[config.mk]
export PLATFORM = sky130hd
export DESIGN_NAME = dos_select
export DESIGN_NICKNAME = d
export VERILOG_FILES = /design/src/pkg/dos_pkg.sv /design/src/hw/dos_select.sv
export SDC_FILE = /design/constraint.sdc
export NUM_CORES = 1
export LEC_CHECK = 0
export ABC_AREA = 1
export BUFFER_PORTS_ARGS = -buffer_cell sky130_fd_sc_hd__buf_2
export CAP_MARGIN = 20
export CORE_MARGIN = 2
export CORE_UTILIZATION = 41
export CTS_CLUSTER_DIAMETER = 40
export DETAILED_ROUTE_END_ITERATION = 8
export GPL_TIMING_DRIVEN = 0
export PLACE_DENSITY = 0.66
export SYNTH_ARGS = -nofsm -noshare
export SYNTH_HDL_FRONTEND = slang
export SYNTH_SLANG_ARGS = --single-unit
[constraint.sdc]
create_clock -name clk -period 25.4 [get_ports clk]
set_clock_uncertainty 0.05 [all_clocks]
set_input_delay 1.27 -clock clk [delete_from_list [all_inputs] [get_ports clk]]
set_output_delay 1.27 -clock clk [all_outputs]
set_load 0.01 [all_outputs]
[src/pkg/dos_pkg.sv]
package dos_pkg;
  // terminal count and field widths
  localparam int NUM_OUT = 3;
  localparam int CODE_W = 6;
  localparam int FREQ_W = 14;
  localparam int FWID_W = 8;
  localparam int VOLT_W = 12;
  localparam int PCT_W = 7;
  localparam int SRC_W = 2;
  localparam int ADDR_W = 8;
  localparam int DATA_W = 32;

  // register byte offsets
  localparam logic [ADDR_W-1:0] OFS_SEL0 = 8'h00;
  localparam logic [ADDR_W-1:0] OFS_SEL1 = 8'h04;
  localparam logic [ADDR_W-1:0] OFS_SEL2 = 8'h08;
  localparam logic [ADDR_W-1:0] OFS_FDET_LEVEL = 8'h0c;
  localparam logic [ADDR_W-1:0] OFS_FDET_WIDTH = 8'h10;
  localparam logic [ADDR_W-1:0] OFS_LV_LEVEL = 8'h14;
  localparam logic [ADDR_W-1:0] OFS_SRC_CFG = 8'h18;
  localparam logic [ADDR_W-1:0] OFS_LOSS_PCT = 8'h1c;
  localparam logic [ADDR_W-1:0] OFS_COMM_DO = 8'h20;
  localparam logic [ADDR_W-1:0] OFS_STATUS = 8'h24;
  localparam logic [ADDR_W-1:0] OFS_LOSS_REF = 8'h28;
  localparam logic [ADDR_W-1:0] WORD_MASK = 8'h03;

  // source config field positions
  localparam int SRC_RUN_LSB = 0;
  localparam int SRC_REF_LSB = 2;
  localparam int SRC_LOSS_BIT = 4;
  // status field positions
  localparam int ST_DET_BIT = 3;
  localparam int ST_STOP_BIT = 4;

  // reset values and the full-scale percentage
  localparam logic [CODE_W-1:0] RST_SEL = 6'h3f;
  localparam logic [FREQ_W-1:0] RST_LEVEL = 14'h0000;
  localparam logic [FWID_W-1:0] RST_WIDTH = 8'h14;
  localparam logic [VOLT_W-1:0] RST_LV = 12'h000;
  localparam logic [PCT_W-1:0] RST_PCT = 7'h64;
  localparam logic [PCT_W-1:0] PCT_FULL = 7'h64;

  // function codes
  localparam logic [CODE_W-1:0] FN_RUNNING = 6'h00;
  localparam logic [CODE_W-1:0] FN_FAULT = 6'h01;
  localparam logic [CODE_W-1:0] FN_FAGREE = 6'h02;
  localparam logic [CODE_W-1:0] FN_SET_AGREE = 6'h03;
  localparam logic [CODE_W-1:0] FN_FDET1 = 6'h04;
  localparam logic [CODE_W-1:0] FN_FDET2 = 6'h05;
  localparam logic [CODE_W-1:0] FN_RESTART = 6'h06;
  localparam logic [CODE_W-1:0] FN_BLOCKED = 6'h09;
  localparam logic [CODE_W-1:0] FN_OVER_TQ = 6'h0c;
  localparam logic [CODE_W-1:0] FN_PLC_SRC = 6'h12;
  localparam logic [CODE_W-1:0] FN_PLC_CTL = 6'h13;
  localparam logic [CODE_W-1:0] FN_ZERO_SPD = 6'h14;
  localparam logic [CODE_W-1:0] FN_READY = 6'h15;
  localparam logic [CODE_W-1:0] FN_UNDERVOLT = 6'h16;
  localparam logic [CODE_W-1:0] FN_RUN_LOCAL = 6'h17;
  localparam logic [CODE_W-1:0] FN_REF_LOCAL = 6'h18;
  localparam logic [CODE_W-1:0] FN_UNDER_TQ = 6'h19;
  localparam logic [CODE_W-1:0] FN_REF_LOSS = 6'h1a;
  localparam logic [CODE_W-1:0] FN_TRAV_UP = 6'h1c;
  localparam logic [CODE_W-1:0] FN_TRAV_ON = 6'h1d;
  localparam logic [CODE_W-1:0] FN_MOTOR2 = 6'h1e;
  localparam logic [CODE_W-1:0] FN_ZSERVO = 6'h1f;
  localparam logic [CODE_W-1:0] FN_COMM = 6'h20;

  // source setting values
  localparam logic [SRC_W-1:0] SRC_LOCAL = 2'h0;
  localparam logic [SRC_W-1:0] SRC_PLC = 2'h3;

  typedef struct packed {
    logic [ADDR_W-1:0] paddr;
    logic psel;
    logic penable;
    logic pwrite;
    logic [DATA_W-1:0] pwdata;
  } dos_apb_req_t;

  typedef struct packed {
    logic run_cmd;
    logic fault_active;
    logic comm_error_first;
    logic comm_error_second;
    logic auto_restart;
    logic output_blocked;
    logic over_torque;
    logic under_torque;
    logic plc_result;
    logic drive_ready;
    logic local_remote_in;
    logic ref_loss;
    logic traverse_up;
    logic traverse_on;
    logic motor2_sel;
    logic zero_servo_done;
    logic [FREQ_W-1:0] out_freq;
    logic [FREQ_W-1:0] freq_ref;
    logic [FREQ_W-1:0] min_freq;
    logic [VOLT_W-1:0] dc_bus;
  } dos_status_t;
endpackage : dos_pkg

[src/hw/dos_select.sv]
// The implementer's own choices: the APB interface to the registers and the register addresses.
module dos_select (
  input wire logic clk,
  input wire logic rst,
  input wire dos_pkg::dos_apb_req_t apb_req,
  output logic [dos_pkg::DATA_W-1:0] prdata,
  output logic pready,
  output logic pslverr,
  input wire dos_pkg::dos_status_t drv_status,
  output logic [dos_pkg::NUM_OUT-1:0] out_contact,
  output logic loss_stop_req,
  output logic [dos_pkg::FREQ_W-1:0] loss_run_ref
);
  import dos_pkg::*;

  localparam int COND_W = 33;

  // pick the condition for a function code; reserved codes read zero
  function automatic logic sel_cond(input logic [CODE_W-1:0] code,
                                    input logic [COND_W-1:0] cond,
                                    input logic comm_bit);
    logic r;
    r = 1'b0;
    if (code == FN_COMM) begin
      r = comm_bit;
    end else if (code < FN_COMM) begin
      r = cond[code[4:0]];
    end
    return r;
  endfunction : sel_cond

  // register storage
  logic [CODE_W-1:0] sel_r [NUM_OUT];
  logic [FREQ_W-1:0] level_r;
  logic [FWID_W-1:0] width_r;
  logic [VOLT_W-1:0] lv_r;
  logic [SRC_W-1:0] run_src_r;
  logic [SRC_W-1:0] ref_src_r;
  logic loss_act_r;
  logic [PCT_W-1:0] pct_r;
  logic [NUM_OUT-1:0] comm_r;
  logic det_hi_r;
  logic [FREQ_W-1:0] last_ref_r;
  logic [NUM_OUT-1:0] out_r;
  logic stop_r;
  logic [FREQ_W-1:0] lref_r;
  logic [DATA_W-1:0] prdata_r;
  logic pready_r;
  logic pslverr_r;

  // bus phase decode
  wire setup_ph = apb_req.psel & ~apb_req.penable;
  wire wr_en = apb_req.psel & apb_req.penable & apb_req.pwrite;
  wire [ADDR_W-1:0] addr = apb_req.paddr;
  wire [DATA_W-1:0] wd = apb_req.pwdata;
  wire word_ok = (addr & WORD_MASK) == '0;
  wire [ADDR_W-1:0] sel_base = OFS_SEL0;
  wire sel_hit = word_ok & (addr >= OFS_SEL0) & (addr <= OFS_SEL2);
  wire [1:0] sel_idx = 2'((addr - sel_base) >> 2);
  wire hit_level = addr == OFS_FDET_LEVEL;
  wire hit_width = addr == OFS_FDET_WIDTH;
  wire hit_lv = addr == OFS_LV_LEVEL;
  wire hit_src = addr == OFS_SRC_CFG;
  wire hit_pct = addr == OFS_LOSS_PCT;
  wire hit_comm = addr == OFS_COMM_DO;
  wire hit_stat = addr == OFS_STATUS;
  wire hit_lref = addr == OFS_LOSS_REF;
  wire mapped = sel_hit | hit_level | hit_width | hit_lv | hit_src | hit_pct
    | hit_comm | hit_stat | hit_lref;

  // frequency comparisons, one bit wider to hold sums
  wire [FREQ_W:0] fout = {1'b0, drv_status.out_freq};
  wire [FREQ_W:0] fref = {1'b0, drv_status.freq_ref};
  wire [FREQ_W:0] flev = {1'b0, level_r};
  wire [FREQ_W:0] fwid = {{(FREQ_W+1-FWID_W){1'b0}}, width_r};
  wire [FREQ_W:0] lev_hi = flev + fwid;
  wire [FREQ_W:0] lev_lo = (flev > fwid) ? flev - fwid : '0;
  wire [FREQ_W:0] ref_lo = (fref > fwid) ? fref - fwid : '0;
  wire agree = (fout >= ref_lo) & (fout <= fref);
  wire set_agree = (fout >= lev_lo) & (fout <= lev_hi);
  wire above_hi = fout >= lev_hi;
  wire below_lev = fout < flev;

  // hysteresis: set at level+width, cleared under level
  wire det_nxt = above_hi ? 1'b1 : (below_lev ? 1'b0 : det_hi_r);

  // command source decoding
  wire lr = drv_status.local_remote_in;
  wire run_local = (run_src_r == SRC_LOCAL) | lr;
  wire ref_local = (ref_src_r == SRC_LOCAL) | lr;
  wire comm_fault = drv_status.comm_error_first | drv_status.comm_error_second;
  wire fault_out = drv_status.fault_active & ~comm_fault;

  // condition vector indexed by function code
  logic [COND_W-1:0] cond;
  always_comb begin
    cond = '0;
    cond[FN_RUNNING] = drv_status.run_cmd | (drv_status.out_freq != '0);
    cond[FN_FAULT] = fault_out;
    cond[FN_FAGREE] = agree;
    cond[FN_SET_AGREE] = set_agree;
    cond[FN_FDET1] = det_nxt;
    cond[FN_FDET2] = ~det_nxt;
    cond[FN_RESTART] = drv_status.auto_restart;
    cond[FN_BLOCKED] = drv_status.output_blocked;
    cond[FN_OVER_TQ] = drv_status.over_torque;
    cond[FN_UNDER_TQ] = drv_status.under_torque;
    cond[FN_PLC_SRC] = run_src_r == SRC_PLC;
    cond[FN_PLC_CTL] = drv_status.plc_result;
    cond[FN_ZERO_SPD] = drv_status.out_freq < drv_status.min_freq;
    cond[FN_READY] = drv_status.drive_ready & ~drv_status.fault_active;
    cond[FN_UNDERVOLT] = drv_status.dc_bus < lv_r;
    cond[FN_RUN_LOCAL] = run_local;
    cond[FN_REF_LOCAL] = ref_local;
    cond[FN_REF_LOSS] = drv_status.ref_loss;
    cond[FN_TRAV_UP] = drv_status.traverse_up;
    cond[FN_TRAV_ON] = drv_status.traverse_on;
    cond[FN_MOTOR2] = drv_status.motor2_sel;
    cond[FN_ZSERVO] = drv_status.zero_servo_done;
  end

  // per-terminal selection and selector storage
  logic [NUM_OUT-1:0] out_nxt;
  genvar gi;
  generate
    for (gi = 0; gi < NUM_OUT; gi++) begin : g_term
      assign out_nxt[gi] = sel_cond(sel_r[gi], cond, comm_r[gi]);
      always_ff @(posedge clk or posedge rst) begin
        if (rst) begin
          sel_r[gi] <= RST_SEL;
        end else if (wr_en & sel_hit & (sel_idx == 2'(gi))) begin
          sel_r[gi] <= wd[CODE_W-1:0];
        end
      end
    end
  endgenerate

  // reference loss handling: continue at fraction of last good reference
  wire [FREQ_W+PCT_W-1:0] scaled = drv_status.freq_ref * pct_r;
  wire [FREQ_W+PCT_W-1:0] lscaled = last_ref_r * pct_r;
  wire [FREQ_W-1:0] lref_nxt = FREQ_W'(lscaled / PCT_FULL);
  wire stop_nxt = drv_status.ref_loss & ~loss_act_r;
  wire [FREQ_W-1:0] cont_nxt = (drv_status.ref_loss & loss_act_r) ? lref_nxt
    : FREQ_W'(scaled / PCT_FULL);

  // configuration registers written in the access phase
  always_ff @(posedge clk or posedge rst) begin
    if (rst) begin
      level_r <= RST_LEVEL;
      width_r <= RST_WIDTH;
      lv_r <= RST_LV;
      run_src_r <= SRC_LOCAL;
      ref_src_r <= SRC_LOCAL;
      loss_act_r <= 1'b0;
      pct_r <= RST_PCT;
      comm_r <= '0;
    end else if (wr_en) begin
      if (hit_level) level_r <= wd[FREQ_W-1:0];
      if (hit_width) width_r <= wd[FWID_W-1:0];
      if (hit_lv) lv_r <= wd[VOLT_W-1:0];
      if (hit_src) begin
        run_src_r <= wd[SRC_RUN_LSB +: SRC_W];
        ref_src_r <= wd[SRC_REF_LSB +: SRC_W];
        loss_act_r <= wd[SRC_LOSS_BIT];
      end
      if (hit_pct) pct_r <= wd[PCT_W-1:0];
      if (hit_comm) comm_r <= wd[NUM_OUT-1:0];
    end
  end

  // drive-side state and registered outputs
  always_ff @(posedge clk or posedge rst) begin
    if (rst) begin
      det_hi_r <= 1'b0;
      last_ref_r <= '0;
      out_r <= '0;
      stop_r <= 1'b0;
      lref_r <= '0;
    end else begin
      det_hi_r <= det_nxt;
      if (!drv_status.ref_loss) last_ref_r <= drv_status.freq_ref;
      out_r <= out_nxt;
      stop_r <= stop_nxt;
      lref_r <= cont_nxt;
    end
  end

  // read mux
  logic [DATA_W-1:0] rd_nxt;
  always_comb begin
    rd_nxt = '0;
    if (sel_hit) rd_nxt[CODE_W-1:0] = sel_r[sel_idx];
    if (hit_level) rd_nxt[FREQ_W-1:0] = level_r;
    if (hit_width) rd_nxt[FWID_W-1:0] = width_r;
    if (hit_lv) rd_nxt[VOLT_W-1:0] = lv_r;
    if (hit_src) begin
      rd_nxt[SRC_RUN_LSB +: SRC_W] = run_src_r;
      rd_nxt[SRC_REF_LSB +: SRC_W] = ref_src_r;
      rd_nxt[SRC_LOSS_BIT] = loss_act_r;
    end
    if (hit_pct) rd_nxt[PCT_W-1:0] = pct_r;
    if (hit_comm) rd_nxt[NUM_OUT-1:0] = comm_r;
    if (hit_stat) begin
      rd_nxt[NUM_OUT-1:0] = out_r;
      rd_nxt[ST_DET_BIT] = det_hi_r;
      rd_nxt[ST_STOP_BIT] = stop_r;
    end
    if (hit_lref) rd_nxt[FREQ_W-1:0] = lref_r;
  end

  // apb answer: data and error captured in setup, zero wait states
  always_ff @(posedge clk or posedge rst) begin
    if (rst) begin
      prdata_r <= '0;
      pready_r <= 1'b0;
      pslverr_r <= 1'b0;
    end else begin
      pready_r <= 1'b1;
      if (setup_ph) begin
        prdata_r <= rd_nxt;
        pslverr_r <= ~mapped;
      end
    end
  end

  assign prdata = prdata_r;
  assign pready = pready_r;
  assign pslverr = pslverr_r;
  assign out_contact = out_r;
  assign loss_stop_req = stop_r;
  assign loss_run_ref = lref_r;
endmodule : dos_select

==> metrics <==
Worst Tran Pin Value around 1 ns; Slew HR between 30% and 40%; Placement Setup Slack between 10 and 15 ns; Hold Violations, Final 0; Total Routed Length roughly 59 mm; vias in the first global route ~18k; GRT Total Usage between 20% and 30%; max-slew violations 0; Synth area leaders nand2_1 (16%), ha_1 (13%), fa_1 (13%); Synth Flop Type dfrtp_1; drt wl/cell around 17 um; Worst-Skew Late Latency 0.44 ns; first-pass GRT wire length around 94 mm; Leakage 12.0 nW; CTS tree built; cell depth of the worst flop-to-flop path slightly above 80; Setup TNS 0 ns; gr busiest metal met2; Post-synth EDFFs 0; grt met1 use a little under a third; crit path max-delay cell type buf_1; Synth Register Bits approximately 120; Critical Path End Type register; sequential-to-total area share from yosys stat about 16%; RePlAce Congestion ~0.96; worst setup margin 12.90 ns; IO Count between 150 and 200; Final Critical Period 12.50 ns; unique cell type count in the Yosys netlist 69; Site Rows 77; CTS H-tree depth 4; crit-path max cell delay 0.62 ns; clock network fraction of design power between 20% and 30%; TritonRoute pass-1 iters 6; layout cell share with drive strength beyond 1 roughly 12%; WP data arrival ~13 ns; Post-Syn Area per Cell 6.71 um2; Most common cell on crit path nand2_1; Switch Pwr roughly 430 uW; WHS Endpoint lv_r[3]; Worst VDD drop 0.0700 mV; Max FO, Critical Path 10; Reg clk slew, reported paths around 0.06 ns; Inserted Clock Buffers 17; largest net degree at the start of global routing 65; crit path from pct_r[6]; Crit Path Class reg2reg; initial DRC count 1389; cell-internal power 494 uW; dominant cell type by area after synthesis nand2_1; R2R Path Start pct_r[6]; I/O Buffers around 130; hold path start lv_r[3]; Comb power frac between 50 and 60%; CTS root buffer clkbuf_16; post-CTS setup buffer count 0; DIE HEIGHT about 220 um; Post-synth ARST share between 90% and 100%; gr ovfl total 0; Flop pwr share 22.5%; Tcrit/Tclk final between 40% and 50%; CTS resizes 0; placed inst area 19900 um2; Ys Warns 0; Worst setup SP type register; met2 Track Usage GR between 40% and 50%; Initial Util a little over two fifths; Core ar. 44300 um2; antenna-violating nets left 0; commonest non-fill, non-tap cells in the layout nand2_1 (770), inv_1 (520), ha_1 (195), o21ai_0 (170), nand3_1 (159); CP required 25.67 ns; via/cell ratio roughly 5.3; commonest non-fill, non-tap cell in the layout nand2_1; Yosys top cell area share 15.6%; Vias 18.6k; diodes inserted 0; Sw Share around 47%; Worst R2R Setup Slack between 10 and 15 ns; final setup vio count 0; f_max 80.0 MHz; die width about 220 um; met3 Usage GRT 2.58%; Mapped Area approximately 18000 um2; capture point of the worst reg-to-reg path loss_run_ref[0]; DP HPWL 48.1 mm; CTS Buffer Depth 2; final instance area about 20000 um2; total clock sinks between 100 and 150; Hold Path Class reg2reg; max-cap violation count 0; Hold Buf Count CTS 0; RSZ-0062 raised after global routing no; Area Growth Syn to Fin 11.1%; Layout fillers roughly 4.6k; DRC 0; status complete, no violations; initial antenna violation count 0; Mapped Cells roughly 2.8k; hold path depth 2; power density over the cells about 45 nW/um2; Layout Utilization a little under half; die area around 47000 um2; Layout Nets between 3k and 4k
-- worst max-delay path: cells and delay by family, from the launching register on --
kind	cells	cell delay [ns]
flops	1	0.57
compound gates	2	0.44
simple gates	66	7.24
fa+ha+maj	5	2.54
buf+inv	8	1.49
-- how the worst max path moves through the flow --
stage	to	slack, ns	cells past startpoint
after floorplan	loss_run_ref[0]	14.85	81
after global placement	loss_run_ref[0]	13.26	81
after detailed placement	loss_run_ref[0]	12.94	83
after CTS	loss_run_ref[0]	13.01	83
after global routing	loss_run_ref[0]	11.82	83
final	loss_run_ref[0]	12.90	81
-- synth_stat cells (all sizes together) (3+ instances only) --
cell type and number:
a21o 4, nand4 56, o221ai 6, o21ai 178, or2 14, o21bai 11, xor2 16, a21oi 135
clkinv 4, o211ai 18, nand2 834, a211oi 5, nand3b 5, nor4 6, buf 23, fa 121
dfstp 23, o22ai 3, a311oi 3, xnor2 5, dfrtp 93, inv 551, nor2 134, nand3 170
a31oi 8, clkbuf 68, o2111ai 4, a221oi 11, o221a 4, nor3 17, ha 195, o31ai 5
-- sequential cells by signal (all words and copies together), names as in the netlist, 2 cells and up --
| register | cells |
|---|---|
| comm_r | 3 |
| last_ref_r | 14 |
| level_r | 14 |
| loss_run_ref | 14 |
| lv_r | 12 |
| out_contact | 3 |
| pct_r | 7 |
| prdata | 14 |
| ref_src_r | 2 |
| run_src_r | 2 |
| sel_r | 18 |
| width_r | 8 |
-- through the flow --
stage | total power [mW] | hold slack [ns] | cells
6_report | 0.926 | 0.439 | 3522
2_1_floorplan | 0.569 | 0.396 | 2772
5_1_grt | 0.999 | 0.458 | 3522
4_1_cts | 0.924 | 0.439 | 3522
3_5_place_dp | 0.680 | 0.424 | 3490
3_3_place_gp | 0.663 | 0.417 | 3489
-- cell type report --
cell class	count	area [um2]	area share, %
plain buffers	91	437	2.13
clock buffers	17	425	2.07
clock inverters	15	159	0.774
inverters	555	2090	10.2
multi-input cells	2010	13100	63.8
flip-flops and latches	116	2930	14.3
well taps	592	741	3.61
repair buffers	126	653	3.18
-- power groups by stage --
stage / Combinational [mW] / Sequential, mW / Clock (mW)
floorplan: 0.359 / 0.210 / 0
CTS: 0.470 / 0.208 / 0.246
finish: 0.474 / 0.208 / 0.244
detailed placement: 0.469 / 0.211 / 0
global placement: 0.452 / 0.211 / 0
global route: 0.538 / 0.209 / 0.253
-- metal layers --
| metal | wire [um] | share of wire (%) | vias up |
|---|---|---|---|
| met2 | 28400 | 48 | 602 |
| met1 | 25000 | 43 | 8845 |
| met4 | 2030 | 3.5 | 0 |
| li1 | - | - | 9044 |
| met5 | 0 | 0 | - |
| met3 | 3180 | 5.4 | 114 |
-- logic make-up (layout without fill, tap and decap cells) --
logic type / after synthesis / after routing / share of synthesized area [%]
other: 2 / 19 / 0.0406
and+or+nand+nor: 1241 / 1241 / 30.3
buffers and inverters: 646 / 804 / 13.6
xor gates and xnor gates: 21 / 21 / 0.995
adders and majority gates: 316 / 316 / 26.3
DFF: 116 / 116 / 15.9
AOI/OAI and AO/OA: 412 / 412 / 12.8
muxes: 1 / 1 / 0.0541
Power figures use the tool's default switching activity.
